`src/tcoc_regs.vh`:
```
/*
 Offsets, field positions, reset values and waveform mode codes
 for the timer compare-output control block.
 Assumes inclusion by bare name from the design file.
*/
`ifndef TCOC_REGS_VH
`define TCOC_REGS_VH
`define TCOC_IO_OFFSET 6'h2F
`define TCOC_DATA_OFFSET 8'h4F
`define TCOC_DATA_BIAS 8'h20
`define TCOC_CTRL_RESET 8'h00
`define TCOC_A_MODE_HI 7
`define TCOC_A_MODE_LO 6
`define TCOC_B_MODE_HI 5
`define TCOC_B_MODE_LO 4
`define TCOC_A_FORCE_BIT 3
`define TCOC_B_FORCE_BIT 2
`define TCOC_WGM_HI 1
`define TCOC_WGM_LO 0
`define TCOC_OM_OFF 2'h0
`define TCOC_OM_TOGGLE 2'h1
`define TCOC_OM_CLEAR 2'h2
`define TCOC_OM_SET 2'h3
`define TCOC_WGM_PFC_OCR 4'h9
`define TCOC_WGM_PC_ICR 4'hA
`define TCOC_WGM_FAST_ICR 4'hE
`define TCOC_WGM_FAST_OCR 4'hF
`define TCOC_WGM_RESERVED 4'hD
`define TCOC_BOTTOM 16'h0000
`endif

```
`src/tcoc_compare_output.v`:
```
/*
 Compare-output control for a 16-bit timer: the first control register,
 the two waveform output units, the match flags and buffered compare load.
 Assumes the counter, its direction, TOP and the upper mode bits come from
 the counter unit; tick is a clock enable on the I/O clock.
*/
`include "tcoc_regs.vh"
`default_nettype none
// What this block does
// - Synchronous to I/O clock, tick is enable
// - Phase-frequency mode loads compare at BOTTOM
// - Control register at 0x2F, reset zero
// - Also reachable at data address 0x4F
// - Nonzero output mode takes over the pin, except toggle in PWM modes without toggle
// - Non-PWM: off, toggle, clear, set on match
// - Fast PWM: clear/set on match, opposite BOTTOM
// - Fast PWM toggle only channel A, mode 15
// - Fast PWM compare at TOP acts at BOTTOM
// - Dual slope: up/down match set or clear
// - Dual slope toggle only A, mode 9
// - Force strobes act only in non-PWM modes
// - Force strobe applies immediate match, self-clears
// - Forced match sets no flag, no clear
// - Force strobe bits read as zero
// - Four-bit mode decoded into mode classes
module tcoc_compare_output (
    input wire clock,
    input wire rst_b,
    input wire clk_en,
    input wire timer_tick_enable,
    input wire [5:0] io_addr,
    input wire io_rd,
    input wire io_wr,
    input wire [7:0] data_addr,
    input wire data_rd,
    input wire data_wr,
    input wire [7:0] wdata,
    input wire [1:0] waveform_mode_upper,
    input wire [15:0] counter_value,
    input wire [15:0] counter_top,
    input wire count_down,
    input wire [15:0] chan_a_compare_buffer,
    input wire [15:0] chan_b_compare_buffer,
    input wire flag_clear_a,
    input wire flag_clear_b,
    output reg [7:0] rdata,
    output reg [3:0] waveform_mode_select,
    output reg [15:0] chan_a_compare_value,
    output reg [15:0] chan_b_compare_value,
    output reg chan_a_compare_pin,
    output reg chan_b_compare_pin,
    output reg chan_a_pin_override,
    output reg chan_b_pin_override,
    output reg chan_a_compare_match_flag,
    output reg chan_b_compare_match_flag,
    output reg match_clear_counter
);

// ****************************************************************
// Register access
// ****************************************************************
reg [5:0] timer_output_mode_control;
wire io_hit;
wire data_hit;
wire reg_wr;
wire reg_rd;
wire [3:0] next_mode;
wire [7:0] read_value;
assign io_hit = (io_addr == `TCOC_IO_OFFSET);
assign data_hit = (data_addr == `TCOC_DATA_OFFSET);
assign reg_wr = (io_hit && io_wr) || (data_hit && data_wr);
assign reg_rd = (io_hit && io_rd) || (data_hit && data_rd);
assign read_value = {timer_output_mode_control[5:2], 2'h0,
    timer_output_mode_control[1:0]};
assign next_mode = reg_wr ?
    {waveform_mode_upper, wdata[`TCOC_WGM_HI:`TCOC_WGM_LO]} :
    {waveform_mode_upper, timer_output_mode_control[1:0]};

// ****************************************************************
// Mode decode
// ****************************************************************
wire [3:0] wgm;
wire is_fast;
wire is_dual;
wire is_pfc;
wire is_nonpwm;
assign wgm = next_mode;
assign is_fast = (wgm == 4'h5) || (wgm == 4'h6) || (wgm == 4'h7) ||
    (wgm == `TCOC_WGM_FAST_ICR) || (wgm == `TCOC_WGM_FAST_OCR);
assign is_pfc = (wgm == 4'h8) || (wgm == `TCOC_WGM_PFC_OCR);
assign is_dual = is_pfc || (wgm == 4'h1) || (wgm == 4'h2) ||
    (wgm == 4'h3) || (wgm == `TCOC_WGM_PC_ICR) || (wgm == 4'hB);
assign is_nonpwm = !is_fast && !is_dual &&
    (wgm != `TCOC_WGM_RESERVED);

// ****************************************************************
// Output units, one per channel
// ****************************************************************
wire [1:0] mode_of [0:1];
wire [1:0] force_wr;
wire [15:0] cmp_of [0:1];
wire [1:0] match_eq;
wire [1:0] pin_now;
wire [1:0] next_pin;
wire at_bottom;
wire at_top;
wire load_now;
assign mode_of[0] = reg_wr ? wdata[`TCOC_A_MODE_HI:`TCOC_A_MODE_LO] :
    timer_output_mode_control[5:4];
assign mode_of[1] = reg_wr ? wdata[`TCOC_B_MODE_HI:`TCOC_B_MODE_LO] :
    timer_output_mode_control[3:2];
assign force_wr[0] = reg_wr && wdata[`TCOC_A_FORCE_BIT];
assign force_wr[1] = reg_wr && wdata[`TCOC_B_FORCE_BIT];
assign cmp_of[0] = chan_a_compare_value;
assign cmp_of[1] = chan_b_compare_value;
assign pin_now[0] = chan_a_compare_pin;
assign pin_now[1] = chan_b_compare_pin;
assign at_bottom = (counter_value == `TCOC_BOTTOM);
assign at_top = (counter_value == counter_top);
assign load_now = is_pfc ? at_bottom :
    (is_fast ? at_bottom : (is_dual ? at_top : 1'b1));

genvar ch;
generate
    for (ch = 0; ch < 2; ch = ch + 1)
    begin : g_unit
        reg np;
        wire toggle_ok;
        assign match_eq[ch] = (counter_value == cmp_of[ch]);
        assign toggle_ok = (ch == 0) && (is_fast ?
            (wgm == `TCOC_WGM_FAST_OCR) :
            ((wgm == `TCOC_WGM_PFC_OCR) ||
            (wgm == `TCOC_WGM_FAST_ICR)));
        always @*
        begin
            np = pin_now[ch];
            if (is_nonpwm)
            begin
                if ((timer_tick_enable && match_eq[ch]) || force_wr[ch])
                begin
                    case (mode_of[ch])
                        `TCOC_OM_TOGGLE: np = !pin_now[ch];
                        `TCOC_OM_CLEAR: np = 1'b0;
                        `TCOC_OM_SET: np = 1'b1;
                        default: np = pin_now[ch];
                    endcase
                end
            end
            else if (timer_tick_enable && is_fast)
            begin
                if (mode_of[ch][1])
                begin
                    if (at_bottom)
                        np = !mode_of[ch][0];
                    else if (match_eq[ch] && (cmp_of[ch] != counter_top))
                        np = mode_of[ch][0];
                end
                else if (mode_of[ch][0] && toggle_ok && match_eq[ch])
                    np = !pin_now[ch];
            end
            else if (timer_tick_enable && is_dual && match_eq[ch])
            begin
                if (mode_of[ch][1])
                    np = mode_of[ch][0] ^ count_down;
                else if (mode_of[ch][0] && toggle_ok)
                    np = !pin_now[ch];
            end
        end
        assign next_pin[ch] = np;
    end
endgenerate

wire [1:0] override;
wire a_toggle_ok;
assign a_toggle_ok = is_fast ? (wgm == `TCOC_WGM_FAST_OCR) :
    (is_dual && ((wgm == `TCOC_WGM_PFC_OCR) ||
    (wgm == `TCOC_WGM_FAST_ICR)));
assign override[0] = (mode_of[0] != `TCOC_OM_OFF) &&
    (mode_of[0] != `TCOC_OM_TOGGLE || is_nonpwm || a_toggle_ok);
assign override[1] = (mode_of[1] != `TCOC_OM_OFF) &&
    (mode_of[1] != `TCOC_OM_TOGGLE || is_nonpwm);

// ****************************************************************
// Control register and read port
// ****************************************************************
always @(posedge clock)
begin
    if (!rst_b)
    begin
        timer_output_mode_control <= 6'h00;
        rdata <= `TCOC_CTRL_RESET;
    end
    else if (clk_en)
    begin
        if (reg_wr)
        begin
            // Strobe bits are not stored
            timer_output_mode_control <= {wdata[7:4], wdata[1:0]};
        end
        if (reg_rd)
        begin
            rdata <= read_value;
        end
        else
        begin
            rdata <= 8'h00;
        end
    end
end

// ****************************************************************
// Mode register
// ****************************************************************
always @(posedge clock)
begin
    if (!rst_b)
    begin
        waveform_mode_select <= 4'h0;
    end
    else if (clk_en)
    begin
        waveform_mode_select <= next_mode;
    end
end

// ****************************************************************
// Active compare values
// ****************************************************************
always @(posedge clock)
begin
    if (!rst_b)
    begin
        chan_a_compare_value <= 16'h0000;
        chan_b_compare_value <= 16'h0000;
    end
    else if (clk_en && timer_tick_enable && load_now)
    begin
        chan_a_compare_value <= chan_a_compare_buffer;
        chan_b_compare_value <= chan_b_compare_buffer;
    end
end

// ****************************************************************
// Pins and pin ownership
// ****************************************************************
always @(posedge clock)
begin
    if (!rst_b)
    begin
        chan_a_compare_pin <= 1'b0;
        chan_b_compare_pin <= 1'b0;
        chan_a_pin_override <= 1'b0;
        chan_b_pin_override <= 1'b0;
    end
    else if (clk_en)
    begin
        chan_a_compare_pin <= next_pin[0];
        chan_b_compare_pin <= next_pin[1];
        chan_a_pin_override <= override[0];
        chan_b_pin_override <= override[1];
    end
end

// ****************************************************************
// Match flags and counter clear
// ****************************************************************
always @(posedge clock)
begin
    if (!rst_b)
    begin
        chan_a_compare_match_flag <= 1'b0;
        chan_b_compare_match_flag <= 1'b0;
        match_clear_counter <= 1'b0;
    end
    else if (clk_en)
    begin
        // Set wins over clear; forced matches never reach flags
        if (timer_tick_enable && match_eq[0])
        begin
            chan_a_compare_match_flag <= 1'b1;
        end
        else if (flag_clear_a)
        begin
            chan_a_compare_match_flag <= 1'b0;
        end
        if (timer_tick_enable && match_eq[1])
        begin
            chan_b_compare_match_flag <= 1'b1;
        end
        else if (flag_clear_b)
        begin
            chan_b_compare_match_flag <= 1'b0;
        end
        match_clear_counter <= timer_tick_enable && match_eq[0] &&
            (wgm == 4'h4);
    end
end

endmodule // tcoc_compare_output
`default_nettype wire

```
`config.mk`:
```
export PLATFORM = sky130hd
export DESIGN_NAME = tcoc_compare_output
export DESIGN_NICKNAME = d
export VERILOG_FILES = /design/src/tcoc_compare_output.v
export VERILOG_INCLUDE_DIRS = /design/src /design/src/src
export SDC_FILE = /design/constraint.sdc
export NUM_CORES = 1
export LEC_CHECK = 0
export BUFFER_PORTS_ARGS = -buffer_cell sky130_fd_sc_hd__buf_2
export CORE_MARGIN = 2
export CORE_UTILIZATION = 48
export DETAILED_ROUTE_END_ITERATION = 10
export GPL_TIMING_DRIVEN = 1
export PLACE_DENSITY = 0.87
export SETUP_SLACK_MARGIN = 0.1
export SLEW_MARGIN = 15
export SYNTH_ARGS = -nofsm -noshare
export SYNTH_HDL_FRONTEND = slang
export SYNTH_SLANG_ARGS = --single-unit
export TNS_END_PERCENT = 100
```
`constraint.sdc`:
```
create_clock -name clock -period 3.2 [get_ports clock]
set_input_delay 0.64 -clock clock [delete_from_list [all_inputs] [get_ports clock]]
set_output_delay 0.64 -clock clock [all_outputs]
set_load 0.05 [all_outputs]
```
==> metrics <==
via count roughly 3300; initial antenna violation count 0; Initial Util 0.495; Final ANT Viol Nets 0; metal2 WL 4960 µm; CTS resizes 0; final setup violation count 0; CTS Buf Count 5; Port Buffer Count between 100 and 150; mux cell area share after synthesis 0.123; clk_lat worst skew 0.31 ns; Overflow after GRT 0; CP delay by family, top simple AND/OR/NAND/NOR gates; Util after Layout 0.631; routed wl met3 722 µm; top cells by area, synth dfxtp_1 (33%), mux2i_1 (12%), xor2_1 (11%); Tmin final 2.60 ns; Pwr Density ~350 nW/µm²; arrival time of the worst setup path between 2 and 3 ns; setup TNS 0 ns; Yosys top cell area share 0.328; reg2reg path depth 8; CP peak stage delay between 0.5 and 0.6 ns; Ports 150; WL final 9870 µm; Crit. path cell count 9; clock tree buffer depth 2; H-tree depth 2; Setup crit end kind register; r2r endpoint chan_a_compare_pin; type of the worst min-delay path reg -> reg; largest family of logic cells by synthesized area simple AND/OR/NAND/NOR gates; GPL Wtd Cong 0.916; dpl cell area 4200 µm²; final net count 631; first-pass GRT wire length 15800 µm; CTS tree built; max_cap viols 0; DRC viols 0; outcome finished clean; sequential share of the synthesized area 0.328; root buffer cell clkbuf_8; post-DP HPWL 7980 µm; gr usage total 0.261; clock transition at the registers of the reported paths around 0.11 ns; std cell rows 30; f_max 384 MHz; Area growth syn-to-layout 27.7%; vias in the first global route 3218; vias per cell between 5 and 6; Post-Synth XOR/XNOR Area 0.214; CP bufs+invs 1; drt initial violations 146; FF+latch count, synth 55; WL/cell 15.7 µm; Slew HR 0.404; Avg Cell Area, Syn 8.68 µm²; fraction of layout cells with a size suffix above 1 0.323; Hold Fails Final Rpt 0; Cell variety after synth 48; wl on met1 4060 µm; die width about 88 µm; max-slew violations 0; leak pwr 0.00208 µW; crit path kind in -> reg; Synth Cell Area around 3400 µm²; cell chain of the critical path buf_2, nand3b_1, or2_2, a221oi_1, nor3_1, nand3_1, o2111ai_1, or4_1, o22ai_1; Synth Area in Compound Gates 0.0912; largest net degree at the start of global routing 55; period utilisation layout 0.813; Inserted Diodes 0; reg2reg start chan_a_compare_value[8]; clock sinks between 50 and 60; Die H 87.7 µm; setup slack, reg-to-reg 0.95 ns; synthesis warning total 0; Tightest Pin Transition 0.895 ns; Clock Skews between 0.009 and 0.01 ns; core area ~6800 µm²; Max VDD drop 295 µV; Final Instance Area 4290 µm²; critical path peak fanout 6; uppermost layer routed met4; largest area contributor in the netlist dfxtp_1; Syn Inst Count 387; unrepaired setup endpoints after global routing no; worst setup path end chan_a_compare_pin; slowest CP cell a221oi_1; post-synthesis simple-gate area fraction 0.217; critical path required time 3.45 ns; Critical Path Start io_addr[4]; Synth Area in Adders 0; Die ar. 7690 µm²; detailed-router iteration count before antenna repair 4; # Post-CTS Setup Buffers 0; cts-stage hold buffer count 0; startpoint types primary input
==> area by class of cell <==
type | count | area (µm²)
clock buffers | 5 | 68.8
clock inverters | 3 | 18.8
multi-input cells | 312 | 2170
flip-flops and latches | 55 | 1100
fillers | 582 | 2500
well taps | 96 | 120
inverters | 6 | 22.5
repair buffers | 152 | 786
==> per-stage QoR <==
step | setup slack [ns] | hold WS [ns] | total power (µW) | std cells
6_report | 0.599 | 0.482 | 1500 | 629
5_1_grt | 0.421 | 0.513 | 1570 | 629
4_1_cts | 0.635 | 0.482 | 1510 | 629
3_5_place_dp | 0.312 | 0.467 | 1130 | 621
3_3_place_gp | 0.326 | 0.465 | 1120 | 621
2_1_floorplan | 0.462 | 0.447 | 980 | 388
==> layer usage <==
layer,GRT usage,vias up
li1,-,1649
met1,0.313,1531
met2,0.477,142
met3,0.0547,14
met4,0.0615,0
met5,0,-
==> cell families (layout without fill, tap and decap cells) <==
| logic type | Yosys count | count (layout) |
|---|---|---|
| multiplexers | 41 | 41 |
| XOR/XNOR | 82 | 82 |
| AND/OR/NAND/NOR | 141 | 141 |
| other | 1 | 2 |
| AO/OA/AOI/OAI | 46 | 46 |
| buffers and inverters | 21 | 166 |
| flip-flops | 55 | 55 |
==> worst min-delay path by stage <==
stage	cells past startpoint	to	slack [ns]	startpoint
CTS	2	chan_a_pin_override	0.48	chan_a_pin_override
detailed placement	2	chan_a_pin_override	0.47	chan_a_pin_override
floorplan	2	timer_output_mode_control[2]	0.45	timer_output_mode_control[2]
global route	2	chan_a_pin_override	0.51	chan_a_pin_override
global placement	2	timer_output_mode_control[2]	0.46	timer_output_mode_control[2]
finish	2	chan_a_pin_override	0.48	chan_a_pin_override
==> registers in the layout, indices dropped and copies added, names as in the netlist <==
| name | cells |
|---|---|
| chan_a_compare_value | 16 |
| chan_b_compare_value | 16 |
| rdata | 6 |
| timer_output_mode_control | 6 |
| waveform_mode_select | 4 |
| chan_a_compare_match_flag | 1 |
| chan_a_compare_pin | 1 |
| chan_a_pin_override | 1 |
| chan_b_compare_match_flag | 1 |
| chan_b_compare_pin | 1 |
| chan_b_pin_override | 1 |
| match_clear_counter | 1 |
==> worst register-to-register path, cell delays in order (launching register included) <==
cell and delay (ns):
dfxtp_1 0.45, xnor2_1 0.15, nand4_1 0.15, nor4_1 0.43, nand2_1 0.18, o221ai_1 0.10, o2111ai_1 0.17, or4_1 0.42
o22ai_1 0.15
==> layout by cell type (no fill, tap or decap), types with 3 or more instances in the layout <==
| cell type | synthesis | final |
|---|---|---|
| xnor2_1 | 38 | 38 |
| mux2i_1 | 39 | 39 |
| clkbuf_8 | 0 | 5 |
| nand4_1 | 13 | 13 |
| buf_2 | 3 | 147 |
| nor2b_1 | 6 | 6 |
| xor2_1 | 44 | 44 |
| nor4_1 | 16 | 16 |
| buf_4 | 2 | 4 |
| dfxtp_1 | 55 | 55 |
| a21oi_1 | 22 | 22 |
| nand2_1 | 18 | 18 |
| inv_1 | 5 | 5 |
| nor2_1 | 53 | 53 |
| nor3_1 | 3 | 3 |
| or4_1 | 3 | 3 |
| o21ai_0 | 4 | 4 |
| nand3_1 | 14 | 14 |
| a211oi_1 | 3 | 3 |
| o2111ai_1 | 3 | 3 |
==> Yosys cell counts (all sizes together) <==
| cell type | count |
|---|---|
| nand2b | 1 |
| o2111ai | 3 |
| mux2 | 2 |
| a221oi | 1 |
| o22ai | 1 |
| xnor2 | 38 |
| nor2b | 6 |
| mux2i | 39 |
| o21ai | 4 |
| a211oi | 3 |
| o41ai | 1 |
| and3 | 2 |
| xor2 | 44 |
| nor3 | 3 |
| o211ai | 1 |
| buf | 6 |
| inv | 6 |
| a21oi | 23 |
| nand3b | 2 |
| nand3 | 15 |
| and2 | 1 |
| or4 | 4 |
| o221ai | 2 |
| or2 | 1 |
| nand2 | 19 |
| o21a | 1 |
| nand4 | 13 |
| dfxtp | 55 |
| o31ai | 2 |
| a2111oi | 1 |
| o41a | 1 |
| conb | 1 |
| nor2 | 53 |
| clkbuf | 9 |
| nor4b | 1 |
| or3 | 2 |
| and4 | 2 |
| nor4 | 16 |
| a32oi | 2 |
==> report_power, final <==
group	internal, µW	total (µW)	leakage (µW)	switching (µW)
Sequential	706	735	0.000447	28.7
Clock	155	391	0.0000483	236
Combinational	147	378	0.00159	231
No activity file was read; power rests on OpenSTA's default activity.
